## config.mk

```make
export PLATFORM = sky130hd
export DESIGN_NAME = sncr_node_flat
export DESIGN_NICKNAME = d
export VERILOG_FILES = /design/src/sncr_pkg.sv /design/src/sncr_link_if.sv /design/src/sncr_node.sv /design/src/flat_wrapper.sv
export SDC_FILE = /design/constraint.sdc
export NUM_CORES = 1
export LEC_CHECK = 0
export ABC_AREA = 1
export BUFFER_PORTS_ARGS = -buffer_cell sky130_fd_sc_hd__buf_2
export CAP_MARGIN = 0
export CORE_UTILIZATION = 24
export DETAILED_ROUTE_END_ITERATION = 16
export GPL_TIMING_DRIVEN = 0
export RECOVER_POWER = 100
export REMOVE_ABC_BUFFERS = 1
export SLEW_MARGIN = 20
export SYNTH_ARGS = -nofsm -noshare
export SYNTH_HDL_FRONTEND = slang
export SYNTH_SLANG_ARGS = --single-unit
```

## constraint.sdc

```tcl
create_clock -name ref_clk -period 1.8 [get_ports ref_clk]
set_clock_uncertainty 0.15 [all_clocks]
set_input_delay 0.27 -clock ref_clk [delete_from_list [all_inputs] [get_ports ref_clk]]
set_output_delay 0.27 -clock ref_clk [all_outputs]
set_load 0.02 [all_outputs]
```

## src/sncr_pkg.sv

```systemverilog
// shared constants and types for the stack node control register bank
// ==========================================
// Notes on behaviour
// [RQ1] node answers frames matching five-bit address
// [RQ2] address writes only while assign trigger set
// [RQ3] group broadcast matches low nibble tag
// [RQ4] group identifier upper nibble fixed zero
// [RQ5] self-restart resets node, reads zero
// [RQ6] shutdown bit powers node down
// [RQ7] upstream wake bit sends tone upward
// [RQ8] forwarding upward blocked during wake tone
// [RQ9] wake bit reads one while tone runs
// [RQ10] save needs both unlock keys correct
// [RQ11] save bit reads one while programming; the node drops reads during programming, so it is never read as one
// [RQ12] host must not write during programming
// [RQ13] host prepares link settings before save
// [RQ14] source zero: trigger samples gpio, reads zero
// [RQ15] source one: auto mode until next frame
// [RQ16] active count drops channels from sixteen down
// [RQ17] idle channel equals count, zero gives one
// [RQ18] unused channels masked, comparators off
// [RQ19] host keeps active count at most sixteen
// [RQ20] host writes zeros to reserved bits; the host controller passes them through as the software gave them
// [RQ21] source select never changes current address
// [RQ22] reserved bits read back zero
package sncr_pkg;
    // ==========================================
    // node register map
    localparam logic [7:0] ADDR_OFS = 8'h0a;
    localparam logic [7:0] GROUP_OFS = 8'h0b;
    localparam logic [7:0] CTRL_OFS = 8'h0c;
    localparam logic [7:0] CELL_CHANNEL_COUNT_REG_OFS = 8'h0d;
    localparam logic [7:0] CONF_OFS = 8'h0e;
    localparam logic [7:0] KEYA_OFS = 8'h82;
    localparam logic [7:0] KEYB_OFS = 8'h8c;
    localparam int RESTART_BIT = 7;
    localparam int SHUTDOWN_BIT = 6;
    localparam int WAKE_BIT = 5;
    localparam int SAVE_BIT = 4;
    localparam int ASSIGN_BIT = 3;
    localparam int SRC_SEL_BIT = 4;
    localparam logic [31:0] UNLOCK_KEY_A = 32'h8c2db194;
    localparam logic [31:0] UNLOCK_KEY_B = 32'ha375e60f;
    localparam logic [4:0] ADDR_RESET = 5'h00;
    localparam logic [4:0] CHAN_RESET = 5'h10;
    localparam logic [4:0] MAX_CHAN = 5'h10;
    // ==========================================
    // timing
    localparam int WAKE_TIME_US = 10;
    localparam int SAVE_TIME_US = 100;
    localparam int CLK_MHZ = 10;
    localparam int WAKE_CYCLES = WAKE_TIME_US * CLK_MHZ;
    localparam int SAVE_CYCLES = SAVE_TIME_US * CLK_MHZ;
    // ==========================================
    // host register map over ahb-lite
    localparam logic [31:0] H_CMD_OFS = 32'h0000_0000;
    localparam logic [31:0] H_WDATA_OFS = 32'h0000_0004;
    localparam logic [31:0] H_STAT_OFS = 32'h0000_0008;
    localparam logic [31:0] H_RDATA_OFS = 32'h0000_000c;
    typedef enum logic [1:0] {SNCR_NOP, SNCR_WR, SNCR_RD, SNCR_FRAME} sncr_op_t;
endpackage : sncr_pkg

```

## src/sncr_link_if.sv

```systemverilog
// link between host controller and stack node register bank
`timescale 1ns/1ps
interface sncr_link_if;
    logic reqValid;
    logic reqWrite;
    logic [7:0] reqAddr;
    logic [31:0] reqData;
    logic frameStrobe;
    logic [4:0] frameAddr;
    logic [7:0] frameGroup;
    logic frameIsGroup;
    logic rspValid;
    logic [31:0] rspData;
    logic busy;
    modport node (input reqValid, reqWrite, reqAddr, reqData, frameStrobe, frameAddr,
        frameGroup, frameIsGroup, output rspValid, rspData, busy);
    modport host (output reqValid, reqWrite, reqAddr, reqData, frameStrobe, frameAddr,
        frameGroup, frameIsGroup, input rspValid, rspData, busy);
endinterface : sncr_link_if

```

## src/sncr_node.sv

```systemverilog
// stack node control register bank, device end
`timescale 1ns/1ps
module sncr_node
    import sncr_pkg::*;
#(
    parameter int WAKE_LEN = WAKE_CYCLES,
    parameter int SAVE_LEN = SAVE_CYCLES
) (
    input wire logic ref_clk,
    input wire logic rst,
    sncr_link_if.node link,
    input wire logic [4:0] gpioPins,
    input wire logic wakeDone,
    output logic frameMatch,
    output logic forwardBlock,
    output logic wakeTone,
    output logic shutdownReq,
    output logic restartReq,
    output logic nvmProgram,
    output logic [15:0] chanEnable,
    output logic [4:0] idleChannel
);
    // ==========================================
    // state
    typedef struct packed {
        logic [4:0] nodeAddress;
        logic [3:0] groupTag;
        logic [4:0] activeCellCount;
        logic addrSrcSel;
        logic assignPending;
        logic wakeActive;
        logic saveActive;
        logic shutdown;
        logic restart;
        logic [31:0] keyA;
        logic [31:0] keyB;
        logic [15:0] count;
        logic [15:0] saveCount;
        logic match;
        logic rspValid;
        logic [31:0] rspData;
        logic [15:0] chanEn;
        logic [4:0] idleCh;
        logic [4:0] gpioMeta;
        logic [4:0] gpioSync;
        logic wakeMeta;
        logic wakeSync;
    } sncr_node_t;

    sncr_node_t state_reg;
    sncr_node_t state_next;
    logic [7:0] wd;
    logic [7:0] ctrlRd;
    logic [7:0] confRd;

    always_comb begin
        state_next = state_reg;
        wd = link.reqData[7:0];
        ctrlRd = 8'h00;
        confRd = 8'h00;
        state_next.gpioMeta = gpioPins;
        state_next.gpioSync = state_reg.gpioMeta;
        state_next.wakeMeta = wakeDone;
        state_next.wakeSync = state_reg.wakeMeta;
        state_next.rspValid = 1'b0;
        state_next.restart = 1'b0;
        state_next.match = 1'b0;
        // ==========================================
        // background sequences
        if (state_reg.wakeActive) begin
            // the tone ends on the far end's report or a timeout, whichever first
            if (state_reg.wakeSync || state_reg.count == 16'(WAKE_LEN - 1)) begin
                state_next.wakeActive = 1'b0; // RQ9
            end else begin
                state_next.count = state_reg.count + 16'h0001;
            end
        end
        if (state_reg.saveActive) begin
            // the timer stands in for the memory's own completion report
            if (state_reg.saveCount == 16'(SAVE_LEN - 1)) begin
                state_next.saveActive = 1'b0; // RQ11
            end else begin
                state_next.saveCount = state_reg.saveCount + 16'h0001;
            end
        end
        // ==========================================
        // frames
        if (link.frameStrobe) begin
            if (link.frameIsGroup) begin
                state_next.match = link.frameGroup == {4'h0, state_reg.groupTag}; // RQ3
            end else begin
                state_next.match = link.frameAddr == state_reg.nodeAddress; // RQ1
            end
            if (state_reg.addrSrcSel) begin
                state_next.assignPending = 1'b0; // RQ15
            end
        end
        // ==========================================
        // read-back words; reserved and self-clearing bits stay zero
        ctrlRd[SHUTDOWN_BIT] = state_reg.shutdown; // RQ6
        ctrlRd[WAKE_BIT] = state_reg.wakeActive; // RQ9
        ctrlRd[SAVE_BIT] = state_reg.saveActive; // RQ11
        ctrlRd[ASSIGN_BIT] = state_reg.assignPending & state_reg.addrSrcSel; // RQ14
        confRd[SRC_SEL_BIT] = state_reg.addrSrcSel; // RQ21
        // ==========================================
        // register access; writes during programming are dropped as a guard
        if (link.reqValid && !state_reg.saveActive) begin
            if (link.reqWrite) begin
                unique case (link.reqAddr)
                    ADDR_OFS: begin
                        if (state_reg.assignPending) begin
                            state_next.nodeAddress = wd[4:0]; // RQ2
                        end
                    end
                    GROUP_OFS: state_next.groupTag = wd[3:0]; // RQ4
                    CONF_OFS: begin
                        state_next.addrSrcSel = wd[SRC_SEL_BIT]; // RQ21
                        // falling back to the gpio source ends any pending auto cycle
                        if (!wd[SRC_SEL_BIT]) begin
                            state_next.assignPending = 1'b0; // RQ14
                        end
                    end
                    CELL_CHANNEL_COUNT_REG_OFS: state_next.activeCellCount = wd[4:0]; // RQ16
                    // keys stay armed after a save; software rewrites them to lock again
                    KEYA_OFS: state_next.keyA = link.reqData;
                    KEYB_OFS: state_next.keyB = link.reqData;
                    CTRL_OFS: begin
                        if (wd[RESTART_BIT]) begin
                            state_next.restart = 1'b1; // RQ5
                        end
                        if (wd[SHUTDOWN_BIT]) begin
                            state_next.shutdown = 1'b1; // RQ6
                        end
                        if (wd[WAKE_BIT] && !state_reg.wakeActive) begin
                            state_next.wakeActive = 1'b1; // RQ7
                            state_next.count = 16'h0000;
                        end
                        if (wd[SAVE_BIT] && state_reg.keyA == UNLOCK_KEY_A
                                && state_reg.keyB == UNLOCK_KEY_B) begin
                            state_next.saveActive = 1'b1; // RQ10
                            state_next.saveCount = 16'h0000;
                        end
                        if (wd[ASSIGN_BIT]) begin
                            if (state_reg.addrSrcSel) begin
                                state_next.assignPending = 1'b1; // RQ15
                            end else begin
                                state_next.nodeAddress = state_reg.gpioSync; // RQ14
                            end
                        end
                    end
                    default: ;
                endcase
            end else begin
                state_next.rspValid = 1'b1;
                unique case (link.reqAddr)
                    ADDR_OFS: state_next.rspData = {27'h0, state_reg.nodeAddress}; // RQ22
                    GROUP_OFS: state_next.rspData = {28'h0, state_reg.groupTag};
                    CONF_OFS: state_next.rspData = {24'h0, confRd};
                    CELL_CHANNEL_COUNT_REG_OFS: state_next.rspData = {27'h0, state_reg.activeCellCount};
                    CTRL_OFS: state_next.rspData = {24'h0, ctrlRd}; // RQ5 RQ9 RQ11 RQ14
                    default: state_next.rspData = 32'h0;
                endcase
            end
        end
        // ==========================================
        // channel masking
        // counts above sixteen are reserved; they leave every channel enabled
        for (int i = 0; i < 16; i++) begin
            state_next.chanEn[i] = 5'(i) < state_reg.activeCellCount; // RQ16 RQ18
        end
        state_next.idleCh = (state_reg.activeCellCount == 5'h00) ? 5'h01
            : state_reg.activeCellCount; // RQ17
    end

    // ==========================================
    // registers
    always_ff @(posedge ref_clk) begin
        // a restart request also clears everything, as a fresh power-up would
        if (rst || state_reg.restart) begin
            state_reg <= '0;
            state_reg.nodeAddress <= ADDR_RESET;
            state_reg.activeCellCount <= CHAN_RESET;
            state_reg.chanEn <= 16'hffff;
            state_reg.idleCh <= CHAN_RESET;
            state_reg.restart <= rst ? 1'b0 : 1'b1; // RQ5
            if (!rst) begin
                state_reg.restart <= 1'b0;
            end
        end else begin
            state_reg <= state_next;
        end
    end

    // ==========================================
    // outputs
    assign link.rspValid = state_reg.rspValid;
    assign link.rspData = state_reg.rspData;
    assign link.busy = state_reg.saveActive;
    assign frameMatch = state_reg.match;
    assign forwardBlock = state_reg.wakeActive; // RQ8
    assign wakeTone = state_reg.wakeActive;
    assign shutdownReq = state_reg.shutdown;
    assign restartReq = state_reg.restart;
    assign nvmProgram = state_reg.saveActive;
    assign chanEnable = state_reg.chanEn;
    assign idleChannel = state_reg.idleCh;
endmodule : sncr_node

```

## src/flat_wrapper.sv

```systemverilog
// flat-port wrapper written by rule: the top's interface ports become plain ports
module sncr_node_flat import sncr_pkg::*;
#(
    parameter int WAKE_LEN = WAKE_CYCLES,
    parameter int SAVE_LEN = SAVE_CYCLES
)
  (ref_clk, rst, gpioPins, wakeDone, frameMatch, forwardBlock, wakeTone, shutdownReq, restartReq, nvmProgram, chanEnable, idleChannel, link_reqValid, link_reqWrite, link_reqAddr, link_reqData, link_frameStrobe, link_frameAddr, link_frameGroup, link_frameIsGroup, link_rspValid, link_rspData, link_busy);
  sncr_link_if link_i ();
  input wire logic ref_clk;
  input wire logic rst;
  input wire logic [4:0] gpioPins;
  input wire logic wakeDone;
  output logic frameMatch;
  output logic forwardBlock;
  output logic wakeTone;
  output logic shutdownReq;
  output logic restartReq;
  output logic nvmProgram;
  output logic [15:0] chanEnable;
  output logic [4:0] idleChannel;
  input wire logic [$bits(link_i.reqValid)-1:0] link_reqValid;
  input wire logic [$bits(link_i.reqWrite)-1:0] link_reqWrite;
  input wire logic [$bits(link_i.reqAddr)-1:0] link_reqAddr;
  input wire logic [$bits(link_i.reqData)-1:0] link_reqData;
  input wire logic [$bits(link_i.frameStrobe)-1:0] link_frameStrobe;
  input wire logic [$bits(link_i.frameAddr)-1:0] link_frameAddr;
  input wire logic [$bits(link_i.frameGroup)-1:0] link_frameGroup;
  input wire logic [$bits(link_i.frameIsGroup)-1:0] link_frameIsGroup;
  output wire logic [$bits(link_i.rspValid)-1:0] link_rspValid;
  output wire logic [$bits(link_i.rspData)-1:0] link_rspData;
  output wire logic [$bits(link_i.busy)-1:0] link_busy;
  assign link_i.reqValid = link_reqValid;
  assign link_i.reqWrite = link_reqWrite;
  assign link_i.reqAddr = link_reqAddr;
  assign link_i.reqData = link_reqData;
  assign link_i.frameStrobe = link_frameStrobe;
  assign link_i.frameAddr = link_frameAddr;
  assign link_i.frameGroup = link_frameGroup;
  assign link_i.frameIsGroup = link_frameIsGroup;
  assign link_rspValid = link_i.rspValid;
  assign link_rspData = link_i.rspData;
  assign link_busy = link_i.busy;
  sncr_node #(.WAKE_LEN(WAKE_LEN), .SAVE_LEN(SAVE_LEN)) u_core (.ref_clk(ref_clk), .rst(rst), .link(link_i), .gpioPins(gpioPins), .wakeDone(wakeDone), .frameMatch(frameMatch), .forwardBlock(forwardBlock), .wakeTone(wakeTone), .shutdownReq(shutdownReq), .restartReq(restartReq), .nvmProgram(nvmProgram), .chanEnable(chanEnable), .idleChannel(idleChannel));
endmodule
```

---- Yosys cells after proc, flatten, opt, wreduce, memory -nomap -nowiden ----
Index checks and enable logic that the tools add are counted.
Widths: inputs -> output; s select.
storage, ports and cells
  output and inout port bits .............. 61
  latch bits .............................. 0
  word-level logic and storage cells ...... 118
  bits in read-only memories .............. 0
  memories kept ........................... 0
  register bits ........................... 183
  memory bits (writable) .................. 0
cells by class
  eq/ne operators ......................... 16
  mux-type cells .......................... 34
  add/sub/neg operators ................... 2
  order comparisons ....................... 16
  multiply operators ...................... 0
  shift-type cells ........................ 0
  bitwise logic cells ..................... 5
  divide/modulo/power cells ............... 0
  reduce and logical (&&, ||, !) cells .... 22
operator list
  cell                   number
  $mux 101               2
  $mux 16                6
  $mux 32                3
  $eq 32x32->1 const B   2
  $eq 8x4->1 const B     5
  $lt 4x5->1 const A     8
  $pmux 7 s5             1
  $mux 33                1
  $add 16x1->16 const B  2
  $lt 3x5->1 const A     4
  $mux 5                 4
  $eq 16x10->1 const B   1
  $eq 16x7->1 const B    1
  $eq 8x8->1 const B     2
  $reduce_and 3->1       5
  $mux 1                 14
  $lt 1x5->1 const A     2
  $lt 2x5->1 const A     2
  $pmux 5 s2             1
  $eq 8x4->1             1
  $reduce_and 6->1       1
  $reduce_or 2->1        3
  $eq 5x5->1             1
  $logic_not 5->1        1
  13 further kinds       22

---- Longest topological paths before layout ----
Gate-level depths: netlist of run 1.
  depth in word-level cells ............... 8
  gate-level depth with buffers ........... 11
  mapped depth without buffers ............ 11

---- Worst setup path before layout of run 1 ----
No wires, ideal clock.
  path type ............................... register to register
  start ................................... register u_core.state_reg, in the netlist u_core.forwardBlock
  end ..................................... register u_core.state_reg[95] (netlist bit)
  required time ........................... 1.538 ns
  path buffers ............................ 1
  library setup time ...................... 0.112 ns
  arrival ................................. 1.315 ns
  stages on the path, launching flop included .. 8
  setup slack ............................. 0.224 ns
  cells stage by stage .................... dfxtp_1 inv_1 nor2_2 a21boi_2 buf_6 nand3_1 nand2_1 nor2_1
between the ends
  longest elaborated chain between the ends .. 6
RTL lines
  element                 RTL line          RTL
  start, declared         sncr_node.sv:50   sncr_node_t state_reg;
  start signal, assigned  sncr_node.sv:190  state_reg <= state_next;
  $logic_not 1->1         sncr_node.sv:134  if (wd[WAKE_BIT] && !state_reg.wakeActive) begin
  $logic_and 1x1->1       sncr_node.sv:134
  $mux 16                 sncr_node.sv:134
  $mux 32                 sncr_node.sv:109  unique case (link.reqAddr)
  $mux 101                sncr_node.sv:108  if (link.reqWrite) begin
  $mux 101 (*)            sncr_node.sv:107  if (link.reqValid && !state_reg.saveActive) begin
Mark *: on every way between the ends. The rest lies on a longest branch, timed or not.
A chain may end at the register's enable or synchronous reset.

---- Worst setup path in the final report of run 1 ----
  start ................................... register u_core.state_reg, in the netlist u_core.link.busy
  end ..................................... output port nvmProgram
RTL lines
  element        RTL line            RTL
  end, declared  flat_wrapper.sv:18  output logic nvmProgram;
No word-level cell between the ends.

==> results.json, run 1 <==
{
  "hold_path_class": "in2reg",
  "die_y_um": 178,
  "die-area_um2": 31600,
  "initialDrtViolationCount": 353,
  "grt_usage_pct": 12.3,
  "hold_path_depth": 4,
  "yosysWarnings": 0,
  "postRouteAntennaNets": 0,
  "overflow": 0,
  "antenna_found_initial": 0,
  "clk_latency_ps": 430,
  "setup_ws_ps": 59.9,
  "drv_slew": 0,
  "synth_cell_type_count": 39,
  "grt_pass1_wl_um": 30400,
  "routed_wl_um": 19100,
  "relSlewSlack_pct": 51.9,
  "worstSetupPathType": "reg2out",
  "die_x_um": 178,
  "initial_core_util_pct": 24.7,
  "finalCritPeriodShare_pct": 96.7,
  "pwr-share-clk_pct": 47.7,
  "cts-root-buf": "clkbuf_16",
  "combPwrFrac_pct": 5.7,
  "ir_worst_vdd_v": 0.000659,
  "worst_pin_slew_ps": 720,
  "pre_cts_ws_ps": -2280,
  "hold_violations": 0,
  "cap_violations": 0,
  "place_hpwl_um": 13200,
  "drcViolationCount": 0,
  "start_kind": "register",
  "r2r_cells": 8,
  "routedWlPerCell_um": 12.3,
  "dr_total_vias": 6539,
  "synth_flop_cell": "dfxtp_1",
  "dr.pass1.iters": 5,
  "core-area_um2": 30000,
  "ys_seq_elements": 158,
  "cts_num_sinks": 158,
  "power.internal_mw": 5.68,
  "mostFrequentLayoutCells": "181 x nor2_1, 155 x dfxtp_1, 147 x nand2_1, 135 x inv_1, 82 x a21oi_1",
  "gp_congestion": 0.830,
  "fillers": 3257,
  "grt_pass1_vias": 6022,
  "syn-mean-instance-area_um2": 7.09,
  "cts.reportedPaths.clkPinSlew_ps": 70,
  "syn-instance-count": 1044,
  "worstPathMaxFanout": 10,
  "num_io_pins": 126,
  "synth_area_um2": 7400,
  "numPortBuffers": 100,
  "drive_above_1_share_pct": 14.3,
  "htree_levels": 4,
  "antenna_cells": 0,
  "cts_buffers": 17,
  "synth-edff-count": 0,
  "switching_share_pct": 24.7,
  "layout_commonest_cell": "nor2_1",
  "vias_per_cell": 4.21,
  "clockBufferDepth": 2,
  "rows": 63,
  "end_kind": "primary output",
  "post-route-util_pct": 30.4,
  "power_frac_seq_pct": 46.6,
  "power.switching_mw": 1.86,
  "p_leak_nw": 3.54,
  "cts_tree": "built",
  "setup_viol": 0,
  "seq_area_frac_synth_pct": 42.7,
  "power_density_nw_per_um2": 828,
  "period_needed_ps": 1740,
  "cp.required_ps": 1380,
  "arrival_ps": 1320,
  "grt_max_degree": 40,
  "ys_async_sr_fraction_pct": 0,
  "largest_register_ffs": 117,
  "fmax_ghz": 0.575,
  "power_mw": 7.55,
  "area.growth.synth_to_final_pct": 23.1,
  "outcome": "finished clean",
  "nets": 1218
}
==> critical path, stage by stage (launching register included) <==
cell      delay, ps
dfxtp_4         420
buf_2           260
clkbuf_2        210
==> cells by family (layout without fill, tap and decap cells) <==
group | Yosys count | after routing | share of synthesized area, %
mux | 2 | 2 | 0.270
flops | 158 | 158 | 42.7
simple gates | 456 | 458 | 27.0
other cells | 1 | 25 | 0.0506
xor+xnor | 11 | 11 | 1.30
buf+inv | 231 | 325 | 15.6
fa+ha+maj | 2 | 2 | 0.338
compound gates | 183 | 183 | 12.7
==> per-stage QoR <==
stage | hold WS, ps | TNS [ps] | cell area (um2) | instances
after global placement | 257 | -215490 | 7860 | 1470
after floorplan | 232 | -91400 | 6870 | 980
final | 11.5 | 0 | 9120 | 1554
after global routing | 16.2 | -11.2 | 9120 | 1554
after CTS | 1.32 | 0 | 9080 | 1550
after detailed placement | 254 | -107650 | 7930 | 1473
==> final cells by class <==
type	instances	area (um2)	area share (%)
clock inverters	13	143	1.56
repair buffers	148	981	10.8
clock buffers	19	443	4.86
repair inverters	2	25.0	0.274
inverters	143	566	6.20
flip-flops and latches	158	3170	34.8
multi-input cells	681	3300	36.2
well taps	390	488	5.35
==> cell usage after synthesis, drive strengths merged (2+ instances only) <==
cell type	count	share of area, %
xnor2	2	0.24
nand3	59	4.3
buf	80	8.0
or2	2	0.17
xor2	9	1.1
clkinv	2	0.10
dfxtp	158	43
nor2	194	11
nand4	22	1.9
nand2	164	9.0
mux2i	2	0.27
clkbuf	8	0.41
ha	2	0.34
a21oi	82	5.5
inv	141	7.1
o21ai	92	6.2
nor3	14	1.0
==> layer usage <==
| metal | global-route usage, % | vias to the layer above | share of wire (%) |
|---|---|---|---|
| met3 | 2.74 | 22 | 4.6 |
| li1 | - | 3446 | - |
| met4 | 3.70 | 0 | 1.4 |
| met2 | 20.2 | 139 | 46 |
| met1 | 16.1 | 2932 | 48 |
| met5 | 0 | - | 0 |
==> power by group through the flow <==
stage                     clock, mW  sequential, mW  combinational (mW)
after global routing           3.87            3.51               0.478
after floorplan                   0            3.60               0.182
final                          3.60            3.51               0.430
after global placement            0            3.60               0.330
after detailed placement          0            3.60               0.344
after CTS                      3.70            3.51               0.430
==> path summary, 6_finish.rpt <==
kind | from | slack, ps | to
worst max-delay path | u_core.link.busy | 60 | nvmProgram
worst min-delay path | link_frameGroup[6] | 10 | u_core.frameMatch
worst max register to register | u_core.link.busy | 110 | u_core.state_reg[80]
worst min register to register | u_core.state_next[3] | 260 | u_core.state_reg[3]
==> what timing repair did <==
action                     CTS  global route
gates cloned                 3             1
setup endpoints to repair  143            89
hold endpoints to repair    53             0
setup buffers                7             3
pin swaps                    3             3
hold buffers                35             0
resized for setup           20            41
(Power assumes the default switching activity.)
==> run 2, diff against run 1 <==
--- a/config.mk
+++ b/config.mk
@@ -6,10 +6,10 @@
 export NUM_CORES = 1
 export LEC_CHECK = 0
 export ABC_AREA = 1
-export BUFFER_PORTS_ARGS = -buffer_cell sky130_fd_sc_hd__buf_2
 export CAP_MARGIN = 0
 export CORE_UTILIZATION = 24
 export DETAILED_ROUTE_END_ITERATION = 16
+export DONT_BUFFER_PORTS = 1
 export GPL_TIMING_DRIVEN = 0
 export RECOVER_POWER = 100
 export REMOVE_ABC_BUFFERS = 1
==> constraint.sdc (replaced) <==
create_clock -name ref_clk -period 2 [get_ports ref_clk]
set_clock_uncertainty 0.15 [all_clocks]
set_input_delay 0.3 -clock ref_clk [delete_from_list [all_inputs] [get_ports ref_clk]]
set_output_delay 0.3 -clock ref_clk [all_outputs]
set_load 0.02 [all_outputs]
==> run 2 against run 1 <==
Die area did not move; final cell count shrank 6.5%; clock power is 7.8% lower; via count down 5.1%; sequential share of layout area up 2.1 points; worst hold slack improved by 32 ps; register-to-register slack improved by 70 ps; critical path depth is 5 higher; wire length shrank 4.4%; count of clock-buffer cells in the layout decreased by 2; design area shrank 5.8%; critical path type is now reg2reg.
==> results.json, run 2 (synthesized netlist as in run 1, its figures left out) <==
{
  "setup_viol": 0,
  "htree_levels": 4,
  "pre_cts_ws_ps": -1900,
  "stdcell_count": 1453,
  "routed_wl_um": 18300,
  "core-area_um2": 30000,
  "setup_ws_ps": 180,
  "multi_input_comb_area_um2": 3240,
  "cts_tree": "built",
  "die_y_um": 178,
  "cts_buffers": 17,
  "overflow": 0,
  "finalCritPeriodShare_pct": 91.0,
  "post-route-util_pct": 28.6,
  "num_io_pins": 126,
  "cts-root-buf": "clkbuf_16",
  "largest_register_ffs": 117,
  "initial_core_util_pct": 24.7,
  "antenna_found_initial": 0,
  "rows": 63,
  "power_mw": 6.79,
  "gp_congestion": 0.803,
  "period_needed_ps": 1820,
  "outcome": "finished clean",
  "dr.pass1.iters": 5,
  "fillers": 3255,
  "dr_total_vias": 6205,
  "crit_chain": "nor2_2 > nand2_2 > nor2_4 > nand2_8 > buf_16 > o21ai_0 > a21oi_1",
  "vias_per_cell": 4.27,
  "cts_num_sinks": 158,
  "cts.reportedPaths.clkPinSlew_ps": 70,
  "grt_max_degree": 43,
  "nets": 1117,
  "crit_path_max_incr_delay_ps": 430,
  "arrival_ps": 1980,
  "cap_violations": 0,
  "relSlewSlack_pct": 51.6,
  "die-area_um2": 31600,
  "grt_setup_unrepaired": "false",
  "numPortBuffers": 0,
  "mostFrequentLayoutCells": "182 x nor2_1, 156 x dfxtp_1, 148 x nand2_1, 135 x inv_1, 88 x o21ai_0",
  "clk_latency_ps": 430,
  "grt_pass1_vias": 5707,
  "crit_buf_inv": 1,
  "dp.cells": 1373,
  "end_kind": "register",
  "drcViolationCount": 0,
  "whs_ps": 43.8,
  "routedWlPerCell_um": 12.6,
  "worstPathMaxFanout": 31,
  "antenna_cells": 0,
  "worstSetupPathType": "reg2reg",
  "place_hpwl_um": 12900,
  "grt_pass1_wl_um": 29300,
  "ir_worst_vdd_v": 0.000623,
  "hold_violations": 0,
  "drive_above_1_share_pct": 8.18,
  "fmax_ghz": 0.549,
  "cpMaxStageDelayCell": "dfxtp_4",
  "cp.required_ps": 2160,
  "seqCellArea_um2": 3170,
  "initialDrtViolationCount": 310,
  "area.growth.synth_to_final_pct": 16.0,
  "grt_usage_pct": 11.8,
  "p_leak_nw": 3.24,
  "die_x_um": 178,
  "clockBufferDepth": 2,
  "postRouteAntennaNets": 0,
  "hold_path_class": "in2reg",
  "power_density_nw_per_um2": 791,
  "worst_pin_slew_ps": 720,
  "layout_commonest_cell": "nor2_1",
  "cp_top_family": "simple AND/OR/NAND/NOR gates",
  "start_kind": "register",
  "drv_slew": 0
}
==> run 2: where the power goes <==
group | switching (mW) | total (mW) | internal, mW
sequential | 0.00708 | 3.17 | 3.16
combinational | 0.198 | 0.309 | 0.111
clock | 1.43 | 3.32 | 1.88
total | 1.64 | 6.79 | 5.15
==> run 2: tightest hold or removal path, delay by kind of cell <==
family | cells | cell delay, ps
buf+inv | 1 | 40
simple gates | 5 | 230
==> run 2: repair_timing <==
item,4_1_cts,5_1_grt
gates resized for setup,15,7
setup buffers,2,4
hold buffers,41,0
endpoints found under the setup margin,110,44
endpoints found under the hold margin,88,0
pin swaps,1,2
gates cloned,0,1
==> run 2: final timing paths <==
check	startpoint	end	slack, ps	cells past startpoint
min	link_reqData[3]	u_core.state_reg[181]	40	6
max	u_core.link.busy	u_core.state_reg[104]	180	7
max reg2reg	u_core.link.busy	u_core.state_reg[104]	180	7
min reg2reg	u_core.state_next[6]	u_core.state_reg[6]	260	2
==> run 2: layout make-up <==
cell class,instances,area share [%]
multi-input combinational,680,37.7
sequential,158,36.9
inverter,143,6.42
timing repair buffer,50,6.28
tap,390,5.68
clock buffer,17,4.95
clock inverter,15,2.10
==> run 2: stage by stage <==
stage | cell area [um2] | setup TNS (ps)
after floorplan | 6870 | -63340
after global placement | 7360 | -207400
after detailed placement | 7440 | -61130
after CTS | 8530 | 0
after global routing | 8590 | 0
final | 8590 | 0
==> run 2: routing by layer <==
metal  wire, um  track usage, %
met5          0               0
met4        148            3.49
met3       1020            3.34
met2       8580            19.4
met1       8530            15.0
==> run 3, diff against run 2 <==
--- a/config.mk
+++ b/config.mk
@@ -13,7 +13,6 @@
 export GPL_TIMING_DRIVEN = 0
 export RECOVER_POWER = 100
 export REMOVE_ABC_BUFFERS = 1
-export SLEW_MARGIN = 20
 export SYNTH_ARGS = -nofsm -noshare
 export SYNTH_HDL_FRONTEND = slang
 export SYNTH_SLANG_ARGS = --single-unit
==> constraint.sdc (replaced) <==
create_clock -name ref_clk -period 2 [get_ports ref_clk]
set_clock_uncertainty 0.15 [all_clocks]
set_input_delay 0.2 -clock ref_clk [delete_from_list [all_inputs] [get_ports ref_clk]]
set_output_delay 0.2 -clock ref_clk [all_outputs]
set_load 0.02 [all_outputs]
==> run 3 against run 2 <==
Sequential cell count did not move; via count up 2.0%; critical endpoint is now u_core.link.rspData[6]; core utilization increased by 0.89 points; largest cell class unchanged.
==> results.json, run 3 (synthesized netlist as in run 1, its figures left out) <==
{
  "outcome": "finished clean",
  "fmax_ghz": 0.510,
  "grt_pass1_vias": 5898,
  "hold_violations": 0,
  "hold_path_class": "in2reg",
  "htree_levels": 4,
  "regToRegStartpoint": "u_core.link.busy",
  "crit_path_max_incr_delay_ps": 680,
  "postRouteAntennaNets": 0,
  "die-area_um2": 31600,
  "drcViolationCount": 0,
  "switching_share_pct": 25.0,
  "multi_input_comb_area_um2": 3250,
  "crit_path_frequent_cell": "dlygate4sd3_1",
  "cpMaxStageDelayCell": "dlygate4sd3_1",
  "area.growth.synth_to_final_pct": 19.6,
  "antenna_found_initial": 2,
  "power_frac_seq_pct": 45.6,
  "vias_per_cell": 4.27,
  "power.switching_mw": 1.73,
  "period_needed_ps": 1960,
  "clockBufferDepth": 2,
  "grt_setup_unrepaired": "false",
  "die_x_um": 178,
  "grt_max_degree": 44,
  "combPwrFrac_pct": 5.1,
  "largest_register_ffs": 117,
  "clk_latency_ps": 430,
  "end_kind": "register",
  "cts.reportedPaths.clkPinSlew_ps": 70,
  "p_leak_nw": 3.34,
  "numPortBuffers": 0,
  "cts_buffers": 17,
  "power.internal_mw": 5.21,
  "nets": 1144,
  "whs_ps": 49.4,
  "dr.pass1.iters": 5,
  "routedWlPerCell_um": 13.1,
  "fillers": 3203,
  "cp.required_ps": 2210,
  "grt_usage_pct": 12.5,
  "cp-startpoint": "link_reqAddr[0]",
  "drv_slew": 0,
  "power_mw": 6.94,
  "initialDrtViolationCount": 353,
  "ir_worst_vdd_v": 0.000556,
  "drive_above_1_share_pct": 8.44,
  "power_density_nw_per_um2": 784,
  "start_kind": "input port",
  "cts_tree": "built",
  "overflow": 0,
  "worstHoldStart": "link_reqValid",
  "finalCritPeriodShare_pct": 98.1,
  "grt_pass1_wl_um": 30600,
  "place_hpwl_um": 12900,
  "worstPathMaxFanout": 10,
  "core-area_um2": 30000,
  "rows": 63,
  "cts-root-buf": "clkbuf_16",
  "initial_core_util_pct": 24.7,
  "cap_violations": 0,
  "cts_num_sinks": 158,
  "crit_chain": "dlygate4sd3_1 > nor2_1 > nand2_2 > nor2_4 > dlygate4sd3_1 > nand3_1 > a21oi_1",
  "layout_commonest_cell": "nor2_1",
  "relSlewSlack_pct": 51.4,
  "gp_congestion": 0.803,
  "mostFrequentLayoutCells": "180 x nor2_1, 155 x dfxtp_1, 149 x nand2_1, 136 x inv_1, 88 x o21ai_0",
  "setup_viol": 0,
  "arrival_ps": 2170,
  "worstSetupPathType": "in2reg",
  "routed_wl_um": 19400,
  "dr_total_vias": 6331,
  "num_io_pins": 126,
  "seqCellArea_um2": 3170,
  "die_y_um": 178,
  "pwr-share-clk_pct": 49.3,
  "worst_pin_slew_ps": 728
}
run 3: cell count changes in the layout (fill, tap and decap cells not counted), sizes merged:
cell | previous run | this run
diode | 0 | 2
nor2 | 194 | 196
dlygate4sd3 | 41 | 64
clkbuf | 18 | 19
clkinv | 7 | 6
clkinvlp | 2 | 4
run 3: worst paths after layout:
kind,slack [ps],to,depth (start not counted)
worst min-delay path,50,u_core.link.rspData[3],6
worst max register to register,160,u_core.state_reg[138],7
worst max-delay path,40,u_core.link.rspData[6],7
worst min register to register,260,u_core.state_reg[4],2
run 3: layout make-up:
cell class,instances,share of cell area (%)
diodes,2,0.0565
clock buffers,17,4.80
clock inverters,15,2.25
inverters,143,6.25
multi-input cells,682,36.7
flip-flops and latches,158,35.8
well taps,390,5.51
repair buffers,74,8.52
repair inverters,1,0.0848
run 3: stage by stage:
step                      cells  cell area, um2  util [%]  setup TNS, ps  worst slack (ps)
after floorplan             980            6870         -         -63340             -1060
after global placement     1370            7360      24.5        -207400             -2340
after detailed placement   1372            7410      24.7        -137530             -2410
after CTS                  1476            8790      29.3              0              15.0
after global routing       1482            8850      29.5              0              1.07
final                      1482            8850      29.5              0              38.8
run 3: repair_timing:
action / in CTS / in global routing
hold endpoints to repair: 111 / 0
cloned: 3 / 1
hold buffers: 64 / 0
gates resized for setup: 16 / 8
pin swaps: 2 / 2
setup buffers: 5 / 3
endpoints found under the setup margin: 155 / 29
run 3: worst max-delay path, delay by kind of cell:
family,cells,cell delay (ps)
AO/OA/AOI/OAI,1,130
AND/OR/NAND/NOR,4,580
buffers and inverters,2,1260
run 3: power groups by stage:
stage / sequential [mW] / combinational (mW) / clock (mW)
final: 3.16 / 0.356 / 3.42
after global routing: 3.16 / 0.397 / 3.66
after CTS: 3.16 / 0.353 / 3.50
after detailed placement: 3.24 / 0.209 / 0
after global placement: 3.24 / 0.204 / 0
after floorplan: 3.24 / 0.164 / 0
run 3: routing by layer:
| layer | track usage [%] | share of wire [%] | vias up | routed length (um) |
|---|---|---|---|---|
| li1 | - | - | 3300 | - |
| met1 | 16.1 | 47 | 2870 | 9100 |
| met2 | 20.1 | 47 | 143 | 9080 |
| met3 | 3.26 | 4.9 | 18 | 955 |
| met4 | 4.67 | 1.4 | 0 | 272 |
| met5 | 0 | 0 | - | 0 |
